<file path="src/pkg/wdt_pkg.sv">
// Constants shared by the watchdog fail-safe timer
package wdt_pkg;

    // ------------------------------------------------------------------
    // Register map (byte addresses, one 32-bit word each)
    // ------------------------------------------------------------------
    localparam logic [4:0] OFS_CONTROL_ONE = 5'h00;  // watchdog_control_one, write only
    localparam logic [4:0] OFS_CODE        = 5'h04;  // watchdog_code_register, write only
    localparam logic [4:0] OFS_STATUS      = 5'h08;  // Sticky event flags, write one to clear
    localparam logic [4:0] OFS_MASK        = 5'h0C;  // Interrupt mask, same layout as status
    localparam logic [4:0] OFS_STATE       = 5'h10;  // Live state, read only

    // ------------------------------------------------------------------
    // Field positions
    // ------------------------------------------------------------------
    localparam int BIT_ACTION   = 0;   // overflow_action_select
    localparam int BIT_TSEL_LO  = 1;   // detection_time_select low bit
    localparam int BIT_ENABLE   = 3;   // watchdog_enable_bit
    localparam int BIT_EV_OVF   = 0;   // Status: overflow seen
    localparam int BIT_EV_RSTRQ = 1;   // Status: overflow routed to reset

    // ------------------------------------------------------------------
    // Codes and values after reset
    // ------------------------------------------------------------------
    localparam logic [7:0] CODE_CLEAR    = 8'h4E;
    localparam logic [7:0] CODE_DISABLE  = 8'hB1;
    localparam logic       RST_ACTION    = 1'h1;   // Reset request
    localparam logic       RST_ENABLE    = 1'h1;   // Running out of reset
    localparam logic [1:0] RST_TSEL      = 2'h0;
    localparam logic [1:0] RST_STATUS    = 2'h0;
    localparam logic [1:0] RST_MASK      = 2'h0;

    // ------------------------------------------------------------------
    // Cycle counts
    // ------------------------------------------------------------------
    localparam int         FC_TICK_LOG2  = 23;     // Stage tick for code 00, fast clock
    localparam int         FS_TICK_LOG2  = 15;     // Stage tick for code 00, slow clock
    localparam logic [3:0] RST_PULSE_CYC = 4'h8;   // Cycles the reset pin is pulled low

endpackage : wdt_pkg

</file>
<file path="src/rtl/wdt_fail_safe.sv">
// Watchdog fail-safe timer with Avalon-MM register access
// Function
// - Overflow action programmable once, resets to reset
// - Watchdog runs automatically after reset release
// - Counter overflow asserts the watchdog output
// - Action one: overflow pulls reset pin low
// - Action zero: overflow raises watchdog interrupt
// - Count frozen in stop, idle, sleep
// - Free prescaler feeding two-stage binary counter
// - Clear code resets binary stages, not prescaler
// - Overflow may come after three quarters time
// - Code 10 gives 2^21 fast cycles
// - Overflow usable as periodic interrupt source
// - Four codes select fast or slow periods
// - Disable code accepted only with enable zero
// - Binary counter held cleared while disabled
// - Watchdog interrupt non-maskable, always accepted
//
// Local design decisions: register access over Avalon-MM and the address map.
`timescale 1ns/1ns
module wdt_fail_safe #(
    parameter int FC_LOG2 = wdt_pkg::FC_TICK_LOG2,  // Fast-clock stage tick exponent
    parameter int FS_LOG2 = wdt_pkg::FS_TICK_LOG2   // Slow-clock stage tick exponent
) (
    input  wire logic        i_mclk,                      // 250 MHz fast clock
    input  wire logic        i_rst,                       // Synchronous reset, high
    input  wire logic [4:0]  i_avs_address,               // Byte address
    input  wire logic        i_avs_read,                  // Read request
    input  wire logic        i_avs_write,                 // Write request
    input  wire logic [31:0] i_avs_writedata,             // Write data
    input  wire logic [3:0]  i_avs_byteenable,            // Byte lanes
    output logic      [31:0] o_avs_readdata,              // Read data, registered
    output logic             o_avs_waitrequest,           // Stall
    input  wire logic        i_prescaler_clock_select,    // 1: count slow clock
    input  wire logic        i_slow_mode,                 // Slow operating mode
    input  wire logic        i_low_power_hold,            // Stop, warm-up, idle or sleep
    input  wire logic        i_low_freq_clock,            // Slow clock pin, asynchronous
    output logic             o_reset_pin_o,               // Reset pin drive value
    output logic             o_reset_pin_oe_n,            // Low while pulling reset low
    output logic             o_watchdog_interrupt_request,// Non-maskable pulse
    output logic             o_irq                        // Masked status interrupt
);
    import wdt_pkg::*;

    localparam int PRE_W = (FC_LOG2 > FS_LOG2) ? FC_LOG2 : FS_LOG2;

    // ------------------------------------------------------------------
    // Bus decode
    // ------------------------------------------------------------------
    logic             ack_r;
    logic             wr_fire;
    logic             rd_fire;
    logic [7:0]       wbyte;

    // One wait cycle per access, so read data always comes from a flop
    always_ff @(posedge i_mclk) begin
        if (i_rst) begin
            ack_r <= 1'b0;
        end else begin
            ack_r <= (i_avs_read | i_avs_write) & ~ack_r;
        end
    end

    assign o_avs_waitrequest = (i_avs_read | i_avs_write) & ~ack_r;
    assign wr_fire           = i_avs_write & ack_r & i_avs_byteenable[0];
    assign rd_fire           = i_avs_read & ~ack_r;
    assign wbyte             = i_avs_writedata[7:0];

    // Write strobes per register
    logic wr_ctrl;
    logic wr_code;
    logic wr_status;
    logic wr_mask;

    assign wr_ctrl   = wr_fire && (i_avs_address == OFS_CONTROL_ONE);
    assign wr_code   = wr_fire && (i_avs_address == OFS_CODE);
    assign wr_status = wr_fire && (i_avs_address == OFS_STATUS);
    assign wr_mask   = wr_fire && (i_avs_address == OFS_MASK);

    logic clr_cmd;
    logic dis_cmd;

    assign clr_cmd = wr_code && (wbyte == CODE_CLEAR);
    assign dis_cmd = wr_code && (wbyte == CODE_DISABLE);

    // ------------------------------------------------------------------
    // Control register one
    // ------------------------------------------------------------------
    logic       action_r;
    logic       enable_r;
    logic [1:0] tsel_r;

    // Action may only go from reset-request to interrupt, never back
    always_ff @(posedge i_mclk) begin
        if (i_rst) begin
            action_r <= RST_ACTION;
            enable_r <= RST_ENABLE;
            tsel_r   <= RST_TSEL;
        end else if (wr_ctrl) begin
            action_r <= action_r & wbyte[BIT_ACTION];
            enable_r <= wbyte[BIT_ENABLE];
            tsel_r   <= wbyte[BIT_TSEL_LO +: 2];
        end
    end

    // ------------------------------------------------------------------
    // Running state
    // ------------------------------------------------------------------
    logic running_r;

    // Clearing the enable bit alone stops nothing; the disable code does
    always_ff @(posedge i_mclk) begin
        if (i_rst) begin
            running_r <= RST_ENABLE;
        end else if (wr_ctrl && wbyte[BIT_ENABLE]) begin
            running_r <= 1'b1;
        end else if (dis_cmd && !enable_r) begin
            running_r <= 1'b0;
        end
    end

    // ------------------------------------------------------------------
    // Slow clock pin synchroniser and edge detect
    // ------------------------------------------------------------------
    logic fs_meta_r;
    logic fs_sync_r;
    logic fs_prev_r;
    logic fs_edge;

    always_ff @(posedge i_mclk) begin
        if (i_rst) begin
            fs_meta_r <= 1'b0;
            fs_sync_r <= 1'b0;
            fs_prev_r <= 1'b0;
        end else begin
            fs_meta_r <= i_low_freq_clock;
            fs_sync_r <= fs_meta_r;
            fs_prev_r <= fs_sync_r;
        end
    end

    assign fs_edge = fs_sync_r & ~fs_prev_r;

    // ------------------------------------------------------------------
    // Prescaler and stage tick
    // ------------------------------------------------------------------
    // Low-order mask selecting the prescaler tap for a given exponent
    function automatic logic [PRE_W-1:0] tap_mask(input int unsigned lg);
        logic [PRE_W-1:0] m;
        m = '0;
        for (int i = 0; i < PRE_W; i++) begin
            if (i < lg) begin
                m[i] = 1'b1;
            end
        end
        return m;
    endfunction : tap_mask

    logic             use_fs;
    logic             src_inc;
    logic [PRE_W-1:0] pre_r;
    logic [PRE_W-1:0] pre_mask;
    logic             tick;

    assign use_fs   = i_prescaler_clock_select | i_slow_mode;
    assign src_inc  = (use_fs ? fs_edge : 1'b1) & ~i_low_power_hold;
    assign pre_mask = use_fs ? tap_mask(FS_LOG2 - 2 * tsel_r)
                             : tap_mask(FC_LOG2 - 2 * tsel_r);
    assign tick     = src_inc && ((pre_r & pre_mask) == pre_mask);

    // Free-running; never touched by the clear code
    always_ff @(posedge i_mclk) begin
        if (i_rst) begin
            pre_r <= '0;
        end else if (src_inc) begin
            pre_r <= pre_r + PRE_W'(1);
        end
    end

    // ------------------------------------------------------------------
    // Two-stage binary counter
    // ------------------------------------------------------------------
    logic [1:0] cnt_r;
    logic       ovf;

    // Four stage ticks per detection time; a clear lands anywhere inside the
    // first tick period, hence overflow as early as three quarters after it
    assign ovf = running_r && tick && (cnt_r == 2'h3) && !clr_cmd;

    always_ff @(posedge i_mclk) begin
        if (i_rst) begin
            cnt_r <= 2'h0;
        end else if (!running_r || clr_cmd) begin
            cnt_r <= 2'h0;
        end else if (dis_cmd && !enable_r) begin
            cnt_r <= 2'h0;
        end else if (tick) begin
            cnt_r <= cnt_r + 2'h1;
        end
    end

    // ------------------------------------------------------------------
    // Overflow routing
    // ------------------------------------------------------------------
    logic [3:0] rst_cnt_r;
    logic       nmi_r;

    // Reset request holds the pin low for a fixed number of cycles
    always_ff @(posedge i_mclk) begin
        if (i_rst) begin
            rst_cnt_r <= 4'h0;
        end else if (ovf && action_r) begin
            rst_cnt_r <= RST_PULSE_CYC;
        end else if (rst_cnt_r != 4'h0) begin
            rst_cnt_r <= rst_cnt_r - 4'h1;
        end
    end

    assign o_reset_pin_o    = 1'b0;
    assign o_reset_pin_oe_n = (rst_cnt_r == 4'h0);

    // Interrupt pulse bypasses the mask and any master flag
    always_ff @(posedge i_mclk) begin
        if (i_rst) begin
            nmi_r <= 1'b0;
        end else begin
            nmi_r <= ovf && !action_r;
        end
    end

    assign o_watchdog_interrupt_request = nmi_r;

    // ------------------------------------------------------------------
    // Status and mask
    // ------------------------------------------------------------------
    logic [1:0] status_r;
    logic [1:0] mask_r;
    logic [1:0] ev_set;

    assign ev_set = {ovf && action_r, ovf};

    // Set wins over a simultaneous write-one-to-clear
    always_ff @(posedge i_mclk) begin
        if (i_rst) begin
            status_r <= RST_STATUS;
        end else begin
            status_r <= (status_r & ~(wr_status ? wbyte[1:0] : 2'h0)) | ev_set;
        end
    end

    always_ff @(posedge i_mclk) begin
        if (i_rst) begin
            mask_r <= RST_MASK;
        end else if (wr_mask) begin
            mask_r <= wbyte[1:0];
        end
    end

    assign o_irq = |(status_r & mask_r);

    // ------------------------------------------------------------------
    // Read data
    // ------------------------------------------------------------------
    // Control and code registers are write only and read as zero
    always_ff @(posedge i_mclk) begin
        if (i_rst) begin
            o_avs_readdata <= 32'h0;
        end else if (rd_fire) begin
            case (i_avs_address)
                OFS_STATUS: o_avs_readdata <= {30'h0, status_r};
                OFS_MASK:   o_avs_readdata <= {30'h0, mask_r};
                OFS_STATE:  o_avs_readdata <= {25'h0, cnt_r, tsel_r, action_r,
                                               enable_r, running_r};
                default:    o_avs_readdata <= 32'h0;
            endcase
        end
    end
endmodule : wdt_fail_safe

</file>
<file path="config.mk">
export PLATFORM = sky130hd
export DESIGN_NAME = wdt_fail_safe
export DESIGN_NICKNAME = d
export VERILOG_FILES = /design/src/pkg/wdt_pkg.sv /design/src/rtl/wdt_fail_safe.sv
export SDC_FILE = /design/constraint.sdc
export NUM_CORES = 1
export LEC_CHECK = 0
export BUFFER_PORTS_ARGS = -buffer_cell sky130_fd_sc_hd__buf_2
export CAP_MARGIN = 20
export CELL_PAD_IN_SITES_DETAIL_PLACEMENT = 0
export CELL_PAD_IN_SITES_GLOBAL_PLACEMENT = 1
export CORE_MARGIN = 3
export CORE_UTILIZATION = 40
export DETAILED_ROUTE_END_ITERATION = 10
export GPL_TIMING_DRIVEN = 1
export PLACE_DENSITY_LB_ADDON = 0.1
export REMOVE_ABC_BUFFERS = 1
export SYNTH_ARGS = -nofsm -noshare
export SYNTH_HDL_FRONTEND = slang
export SYNTH_SLANG_ARGS = --single-unit
</file>
<file path="constraint.sdc">
create_clock -name i_mclk -period 4 [get_ports i_mclk]
set_input_delay 0 -clock i_mclk [delete_from_list [all_inputs] [get_ports i_mclk]]
set_output_delay 0 -clock i_mclk [all_outputs]
set_load 0.01 [all_outputs]
</file>
==> results of run 1 <==
## final timing paths
| check | slack (ps) | endpoint |
|---|---|---|
| max | 1960 | pre_r[22]$_SDFFE_PP0P_ |
| min | 60 | pre_r[0]$_SDFFE_PP0P_ |
| min reg2reg | 450 | fs_sync_r$_SDFF_PP0_ |
| max reg2reg | 1960 | pre_r[22]$_SDFFE_PP0P_ |
## area by class of cell
cell class | instances | area (um2)
Timing Repair Buffer | 40 | 237.7
Multi-Input combinational cell | 237 | 1503
Fill cell | 657 | 3441
Clock buffer | 6 | 82.58
Sequential cell | 50 | 1001
Inverter | 10 | 37.54
Clock inverter | 2 | 60.06
Tap cell | 77 | 96.34
## routing by layer
metal / vias to the layer above / part of all wire [%] / track usage, %
met3: 5 / 3.9 / 3.073
li1: 1154 / - / -
met2: 46 / 47 / 25.49
met5: - / 0 / 0
met1: 1011 / 48 / 20.17
met4: 0 / 1.5 / 4.945
## layout by cell type (no fill, tap or decap), types with 3 or more instances in the layout
cell type | synthesis | layout
dlygate4sd3_1 | 0 | 7
or4_1 | 6 | 6
inv_1 | 10 | 10
nand4_1 | 8 | 8
nand3b_1 | 3 | 3
xnor2_1 | 5 | 5
and2_1 | 3 | 3
mux2_2 | 8 | 8
and4_1 | 4 | 4
nand3_1 | 15 | 15
clkbuf_8 | 0 | 6
nor3_1 | 5 | 5
nor4_1 | 6 | 6
o31ai_1 | 5 | 5
a211oi_1 | 5 | 5
conb_1 | 1 | 26
buf_2 | 0 | 32
nor2_1 | 23 | 23
o21ai_0 | 10 | 10
mux2i_1 | 5 | 5
ha_1 | 3 | 3
nor3b_1 | 3 | 3
nor2b_1 | 11 | 11
or3_1 | 6 | 6
nand2_1 | 17 | 17
a21oi_1 | 23 | 23
nand2b_1 | 3 | 3
o2111ai_1 | 8 | 8
dfxtp_1 | 50 | 50
## cell families after synthesis
kind of cell	after synthesis
mux	13
simple gates	123
fa+ha+maj	3
other cells	1
xor+xnor	7
compound gates	65
buf+inv	50
flops	50
## power groups by stage
stage	Clock [mW]	Combinational (mW)	Sequential, mW
after CTS	0.455	0.163	0.529
after global placement	0	0.157	0.541
after detailed placement	0	0.158	0.541
final	0.441	0.163	0.529
after global routing	0.478	0.185	0.531
after floorplan	0	0.109	0.539
## worst max-delay path: stages, from the launching register on
cell and delay [ps]:
dfxtp_1 410, and4_1 260, nand3_1 440, nor4b_1 460, mux2_2 370
## state kept, by name, summed over array words and instances (netlist names)
| register | count |
|---|---|
| pre_r | 23 |
| o_avs_readdata | 7 |
| rst_cnt_r | 4 |
| cnt_r | 2 |
| mask_r | 2 |
| status_r | 2 |
| tsel_r | 2 |
| ack_r | 1 |
| action_r | 1 |
| enable_r | 1 |
| fs_meta_r | 1 |
| fs_prev_r | 1 |
| fs_sync_r | 1 |
| o_watchdog_interrupt_request | 1 |
| running_r | 1 |
## what timing repair did
item,CTS,global route
setup buffers,0,0
endpoints found under the hold margin,8,0
hold buffers,7,0
==> flow_metrics.py, run 1 <==
metrics = {
    "synth": {
        "synth_cell_types": 50,
        "synthTopCellsByArea": "dfxtp_1, buf_4, a21oi_1",
        "synthTopCellsByCount": "dfxtp_1, buf_4, a21oi_1, nor2_1, nand2_1",
        "synth_edf_count": 0,
        "synth_top_family_by_area": "simple AND/OR/NAND/NOR gates",
        "synth_compound_area_share_pct": 16.44,
        "async_reset_ff_share_pct": 0,
        "ys_warn_count": 0,
        "synth.top_cell.area_share_pct": 36.93,
        "synthFlopType": "dfxtp_1",
        "syn_avg_cell_area_um2": 8.686,
        "muxShareOfSynthArea_pct": 5.171,
        "syn-instance-count": 312,
        "synthAdderAreaFrac_pct": 1.385,
        "synth_most_common_cell": "dfxtp_1",
        "synth-seq-area-share_pct": 36.93,
        "synth_xor_area_share_pct": 2.262,
        "ys_seq_elements": 50,
        "synth_simple_gate_area_share_pct": 26.59,
        "synth.largest_area_cell": "dfxtp_1",
        "syn-cell-area_um2": 2710,
    },
    "run": {
        "cap_violations": 0,
    },
    "timing": {
        "setup_viol": 0,
        "fmax_mhz": 490.5,
        "fin_crit_sh_pct": 50.96,
        "hold_viol": 0,
        "rsz0062_at_grt": "no",
        "drv_slew": 0,
        "final.setup.worst_slack_ps": 1961,
        "timing.final.crit_period_ps": 2039,
        "tightest_slew_ps": 998.1,
        "fin_tns_setup_ps": 0,
        "whs_ps": 61.92,
        "skew_ps": 5.049,
        "max_slew_margin_pct": 33.46,
    },
    "cts": {
        "ctsHtreeMaxLevel": 2,
        "cts.reportedPaths.clkPinSlew_ps": 90,
        "cts-resized-gates": 0,
        "cts_buffer_depth": 2,
        "cts_tree": "done",
        "cts_made_buffers": 5,
        "clockRootBuffer": "clkbuf_8",
        "clock_sinks": 50,
        "clk_latency_ps": 310,
    },
    "die": {
        "fp.dieH_um": 88.31,
        "io-pin-count": 86,
        "die_w_um": 88.31,
        "die_area_um2": 7799,
        "start_util_pct": 41.96,
        "rows": 29,
        "core_um2": 6459,
    },
    "placement": {
        "post-dp-hpwl_um": 4080,
        "dp_slack_ps": 1935,
        "gp_congestion": 0.7673,
        "dpl.cell_count": 407,
        "portBuffers": 32,
        "postPlaceCellArea_um2": 2805,
    },
    "pwr": {
        "internal-power_mw": 0.8526,
        "p_clk_share_pct": 38.9,
        "irDropWorstVdd_v": 0.0001871,
        "p_leak_nw": 1.134,
        "p_comb_share_pct": 14.4,
        "p_seq_share_pct": 46.7,
        "p_sw_mw": 0.2808,
        "p_sw_share_pct": 24.78,
        "p_total_mw": 1.133,
        "p_per_area_nw_per_um2": 375.6,
    },
    "finish": {
        "drive_above_1_share_pct": 15.36,
        "finalInstanceArea_um2": 3018,
        "syn_to_final_growth_pct": 11.36,
        "n_antenna_cell": 0,
        "finalNonFillerCells": 422,
        "final_net_count": 396,
        "final_util_pct": 46.73,
    },
    "setup_path": {
        "crit_start": "pre_r[5]$_SDFFE_PP0P_",
        "cp-start-kind": "register",
        "r2r_cells": 4,
        "worstPathArrival_ps": 2240,
        "endpoint_kind": "register",
        "worstPathMaxFanout": 18,
        "reg2reg_from": "pre_r[5]$_SDFFE_PP0P_",
        "crit_type": "register to register",
        "required_ps": 4200,
    },
    "routing": {
        "dr.pass1.iters": 4,
        "antenna_left": 0,
        "wl_um": 5781,
        "drc": 0,
        "post_drt_via_cell_ratio": 5.251,
        "wire_per_inst_um": 13.70,
        "drt_iter0_drc": 101,
        "vias": 2216,
    },
    "grt": {
        "grt_first_pass_wirelength_um": 9522,
        "antenna_found_initial": 0,
        "grt_pass1_vias": 2002,
        "grt-ovfl-total": 0,
        "grt_max_degree": 57,
        "grt.total_usage_pct": 15.41,
    },
    "hold_path": {
        "hold_start": "i_low_power_hold",
        "hold_class": "primary input to register",
        "whs_path_depth": 4,
    },
    "outcome": {
        "run_status": "completed",
    },
}
Note: power is estimated with default switching activity, not from simulation.
==> inputs of run 2 (changes only) <==
--- a/config.mk
+++ b/config.mk
@@ -10,7 +10,7 @@
 export CELL_PAD_IN_SITES_DETAIL_PLACEMENT = 0
 export CELL_PAD_IN_SITES_GLOBAL_PLACEMENT = 1
 export CORE_MARGIN = 3
-export CORE_UTILIZATION = 40
+export CORE_UTILIZATION = 37
 export DETAILED_ROUTE_END_ITERATION = 10
 export GPL_TIMING_DRIVEN = 1
 export PLACE_DENSITY_LB_ADDON = 0.1
==> constraint.sdc (replaced) <==
create_clock -name i_mclk -period 1.9 [get_ports i_mclk]
set_input_delay 0 -clock i_mclk [delete_from_list [all_inputs] [get_ports i_mclk]]
set_output_delay 0 -clock i_mclk [all_outputs]
set_load 0.01 [all_outputs]
==> run 2 against run 1 <==
Net effect: sequential share of layout area down 0.97 points; clock skew up 2.4 ps; utilization down 2.0 points; clock-buffer cell count unchanged; worst hold slack worse by 50 ps; maximum frequency up 13%; critical path depth up 1; non-clock buffer count up 11; final area up 3.0%; register-to-register slack worse by 1900 ps; critical path type unchanged; largest cell class unchanged; largest power group unchanged; highest routed layer unchanged.
==> flow_metrics.py, run 2 (synthesized netlist as in run 1, its figures left out) <==
metrics = {
    "setup_path": {
        "reg2reg_from": "pre_r[5]$_SDFFE_PP0P_",
        "max_stage_delay_ps": 420,
        "worstPathMaxFanout": 6,
        "required_ps": 2090,
        "r2r_cells": 5,
        "r2r_end": "pre_r[19]$_SDFFE_PP0P_",
        "worstPathArrival_ps": 1990,
        "crit_chain": "and4_1 > nand3_1 > buf_4 > nor4_1 > mux2_2",
        "cp_top_family": "simple AND/OR/NAND/NOR gates",
        "crit_type": "register to register",
        "endpoint_kind": "register",
        "cp-start-kind": "register",
        "reg2reg_slack_ps": 100,
        "critical_path_buf_inv_count": 1,
        "crit_path_top_delay_cell": "dfxtp_1",
    },
    "cts": {
        "cts_made_buffers": 5,
        "cts_tree": "done",
        "cts.reportedPaths.clkPinSlew_ps": 90,
        "clockRootBuffer": "clkbuf_8",
        "clock_sinks": 50,
        "cts_setup_buffers": 0,
        "clk_latency_ps": 300,
        "cts_buffer_depth": 2,
        "ctsHtreeMaxLevel": 2,
    },
    "finish": {
        "syn_to_final_growth_pct": 14.73,
        "n_antenna_cell": 0,
        "largest_registers": "pre_r: 23 flops, o_avs_readdata: 7 flops, rst_cnt_r: 4 flops",
        "largest_reg_flops": 23,
        "final_util_pct": 44.77,
        "drive_above_1_share_pct": 19.15,
        "largest-register": "pre_r",
        "final_common_cell": "dfxtp_1",
        "final_cell_mix": "dfxtp_1, buf_2, conb_1",
        "final_net_count": 407,
        "finalInstanceArea_um2": 3109,
    },
    "routing": {
        "drt_iter0_drc": 51,
        "wl_um": 5824,
        "drc": 0,
        "antenna_left": 0,
        "dr.pass1.iters": 4,
        "post_drt_via_cell_ratio": 5.007,
        "wire_per_inst_um": 12.91,
        "vias": 2258,
    },
    "placement": {
        "dp_slack_ps": 16.14,
        "postPlaceCellArea_um2": 2919,
        "portBuffers": 32,
        "post-dp-hpwl_um": 4346,
        "gp_congestion": 0.7716,
    },
    "timing": {
        "hold_viol": 0,
        "skew_ps": 7.482,
        "max_slew_margin_pct": 61.91,
        "drv_slew": 0,
        "final.setup.worst_slack_ps": 98.18,
        "fin_crit_sh_pct": 94.83,
        "setup_viol": 0,
        "fmax_mhz": 555.0,
        "tightest_slew_ps": 571.4,
        "whs_ps": 11.53,
        "timing.final.crit_period_ps": 1802,
    },
    "outcome": {
        "run_status": "completed",
    },
    "grt": {
        "grt.total_usage_pct": 13.76,
        "grt_pass1_vias": 2001,
        "grt_max_degree": 34,
        "grt_first_pass_wirelength_um": 9501,
        "grt-ovfl-total": 0,
        "antenna_found_initial": 0,
    },
    "die": {
        "core_um2": 6944,
        "io-pin-count": 86,
        "rows": 30,
        "die_area_um2": 8388,
        "start_util_pct": 39.03,
        "die_w_um": 91.59,
        "fp.dieH_um": 91.59,
    },
    "pwr": {
        "p_per_area_nw_per_um2": 722.2,
        "p_leak_nw": 1.169,
        "irDropWorstVdd_v": 0.0002716,
    },
    "run": {
        "cap_violations": 0,
    },
    "hold_path": {
        "whs_path_depth": 3,
        "hold_start": "i_avs_writedata[0]",
        "hold_end": "action_r$_SDFFE_PP1P_",
        "hold_class": "primary input to register",
    },
}
-- run 2: changes by cell type in the layout (fill, tap and decap cells not counted) --
cell / before / now
bufinv_16: 2 / 1
o2111a_1: 1 / 0
o2111a_2: 0 / 1
buf_4: 1 / 13
ha_1: 3 / 2
ha_2: 0 / 1
dlygate4sd3_1: 7 / 6
a21o_1: 1 / 0
nor4b_2: 0 / 1
nor4b_1: 2 / 1
a21o_4: 0 / 1
-- run 2: worst min-delay path, stage by stage --
cell and delay [ps]:
buf_2 130, o21ai_0 90, nand2b_1 60
-- run 2: routing by layer --
layer / vias to the layer above / wire [um] / GRT usage (%)
met4: 0 / 65 / 3.894
met5: - / 0 / 0
li1: 1175 / - / -
met1: 1027 / 2838 / 18.33
met2: 49 / 2696 / 22.64
met3: 7 / 224 / 2.486
-- run 2: final cells by class --
cell class                      count  area, um2
Fill cell                         706       3835
Multi-Input combinational cell    237       1520
Sequential cell                    50       1001
Timing Repair Buffer               51      317.8
Tap cell                           96      120.1
Clock buffer                        6      82.58
Inverter                           10      37.54
Clock inverter                      1      30.03
-- run 2: repair_timing --
action / 4_1_cts / 5_1_grt
endpoints found under the setup margin: 1 / 10
pin swaps: 0 / 2
hold buffers: 6 / 0
hold endpoints to repair: 7 / 0
resized for setup: 1 / 4
-- run 2: per-stage QoR --
stage	cells	setup TNS, ps	power [mW]
6_report	451	0	2.245
2_1_floorplan	297	0	1.362
3_3_place_gp	438	0	1.478
4_1_cts	451	0	2.263
5_1_grt	451	-26.69	2.354
3_5_place_dp	438	0	1.480
-- run 2: report_power, final --
group	internal (mW)	leakage, nW	switching (mW)	total [mW]
clock network	0.422	0.0573	0.362	0.784
logic	0.150	0.707	0.198	0.348
registers	1.09	0.405	0.0259	1.11
total	1.66	1.17	0.585	2.25
-- run 2: how the worst max path moves through the flow --
stage / to / startpoint / cells past startpoint / slack [ps]
detailed placement: cnt_r[0]$_SDFFE_PP0N_ / pre_r[1]$_SDFFE_PP0P_ / 5 / 20
floorplan: pre_r[19]$_SDFFE_PP0P_ / pre_r[2]$_SDFFE_PP0P_ / 4 / 160
CTS: pre_r[22]$_SDFFE_PP0P_ / pre_r[0]$_SDFFE_PP0P_ / 5 / 2
finish: pre_r[19]$_SDFFE_PP0P_ / pre_r[5]$_SDFFE_PP0P_ / 5 / 100
global placement: pre_r[22]$_SDFFE_PP0P_ / pre_r[0]$_SDFFE_PP0P_ / 5 / 50
global route: pre_r[19]$_SDFFE_PP0P_ / pre_r[5]$_SDFFE_PP0P_ / 5 / -20
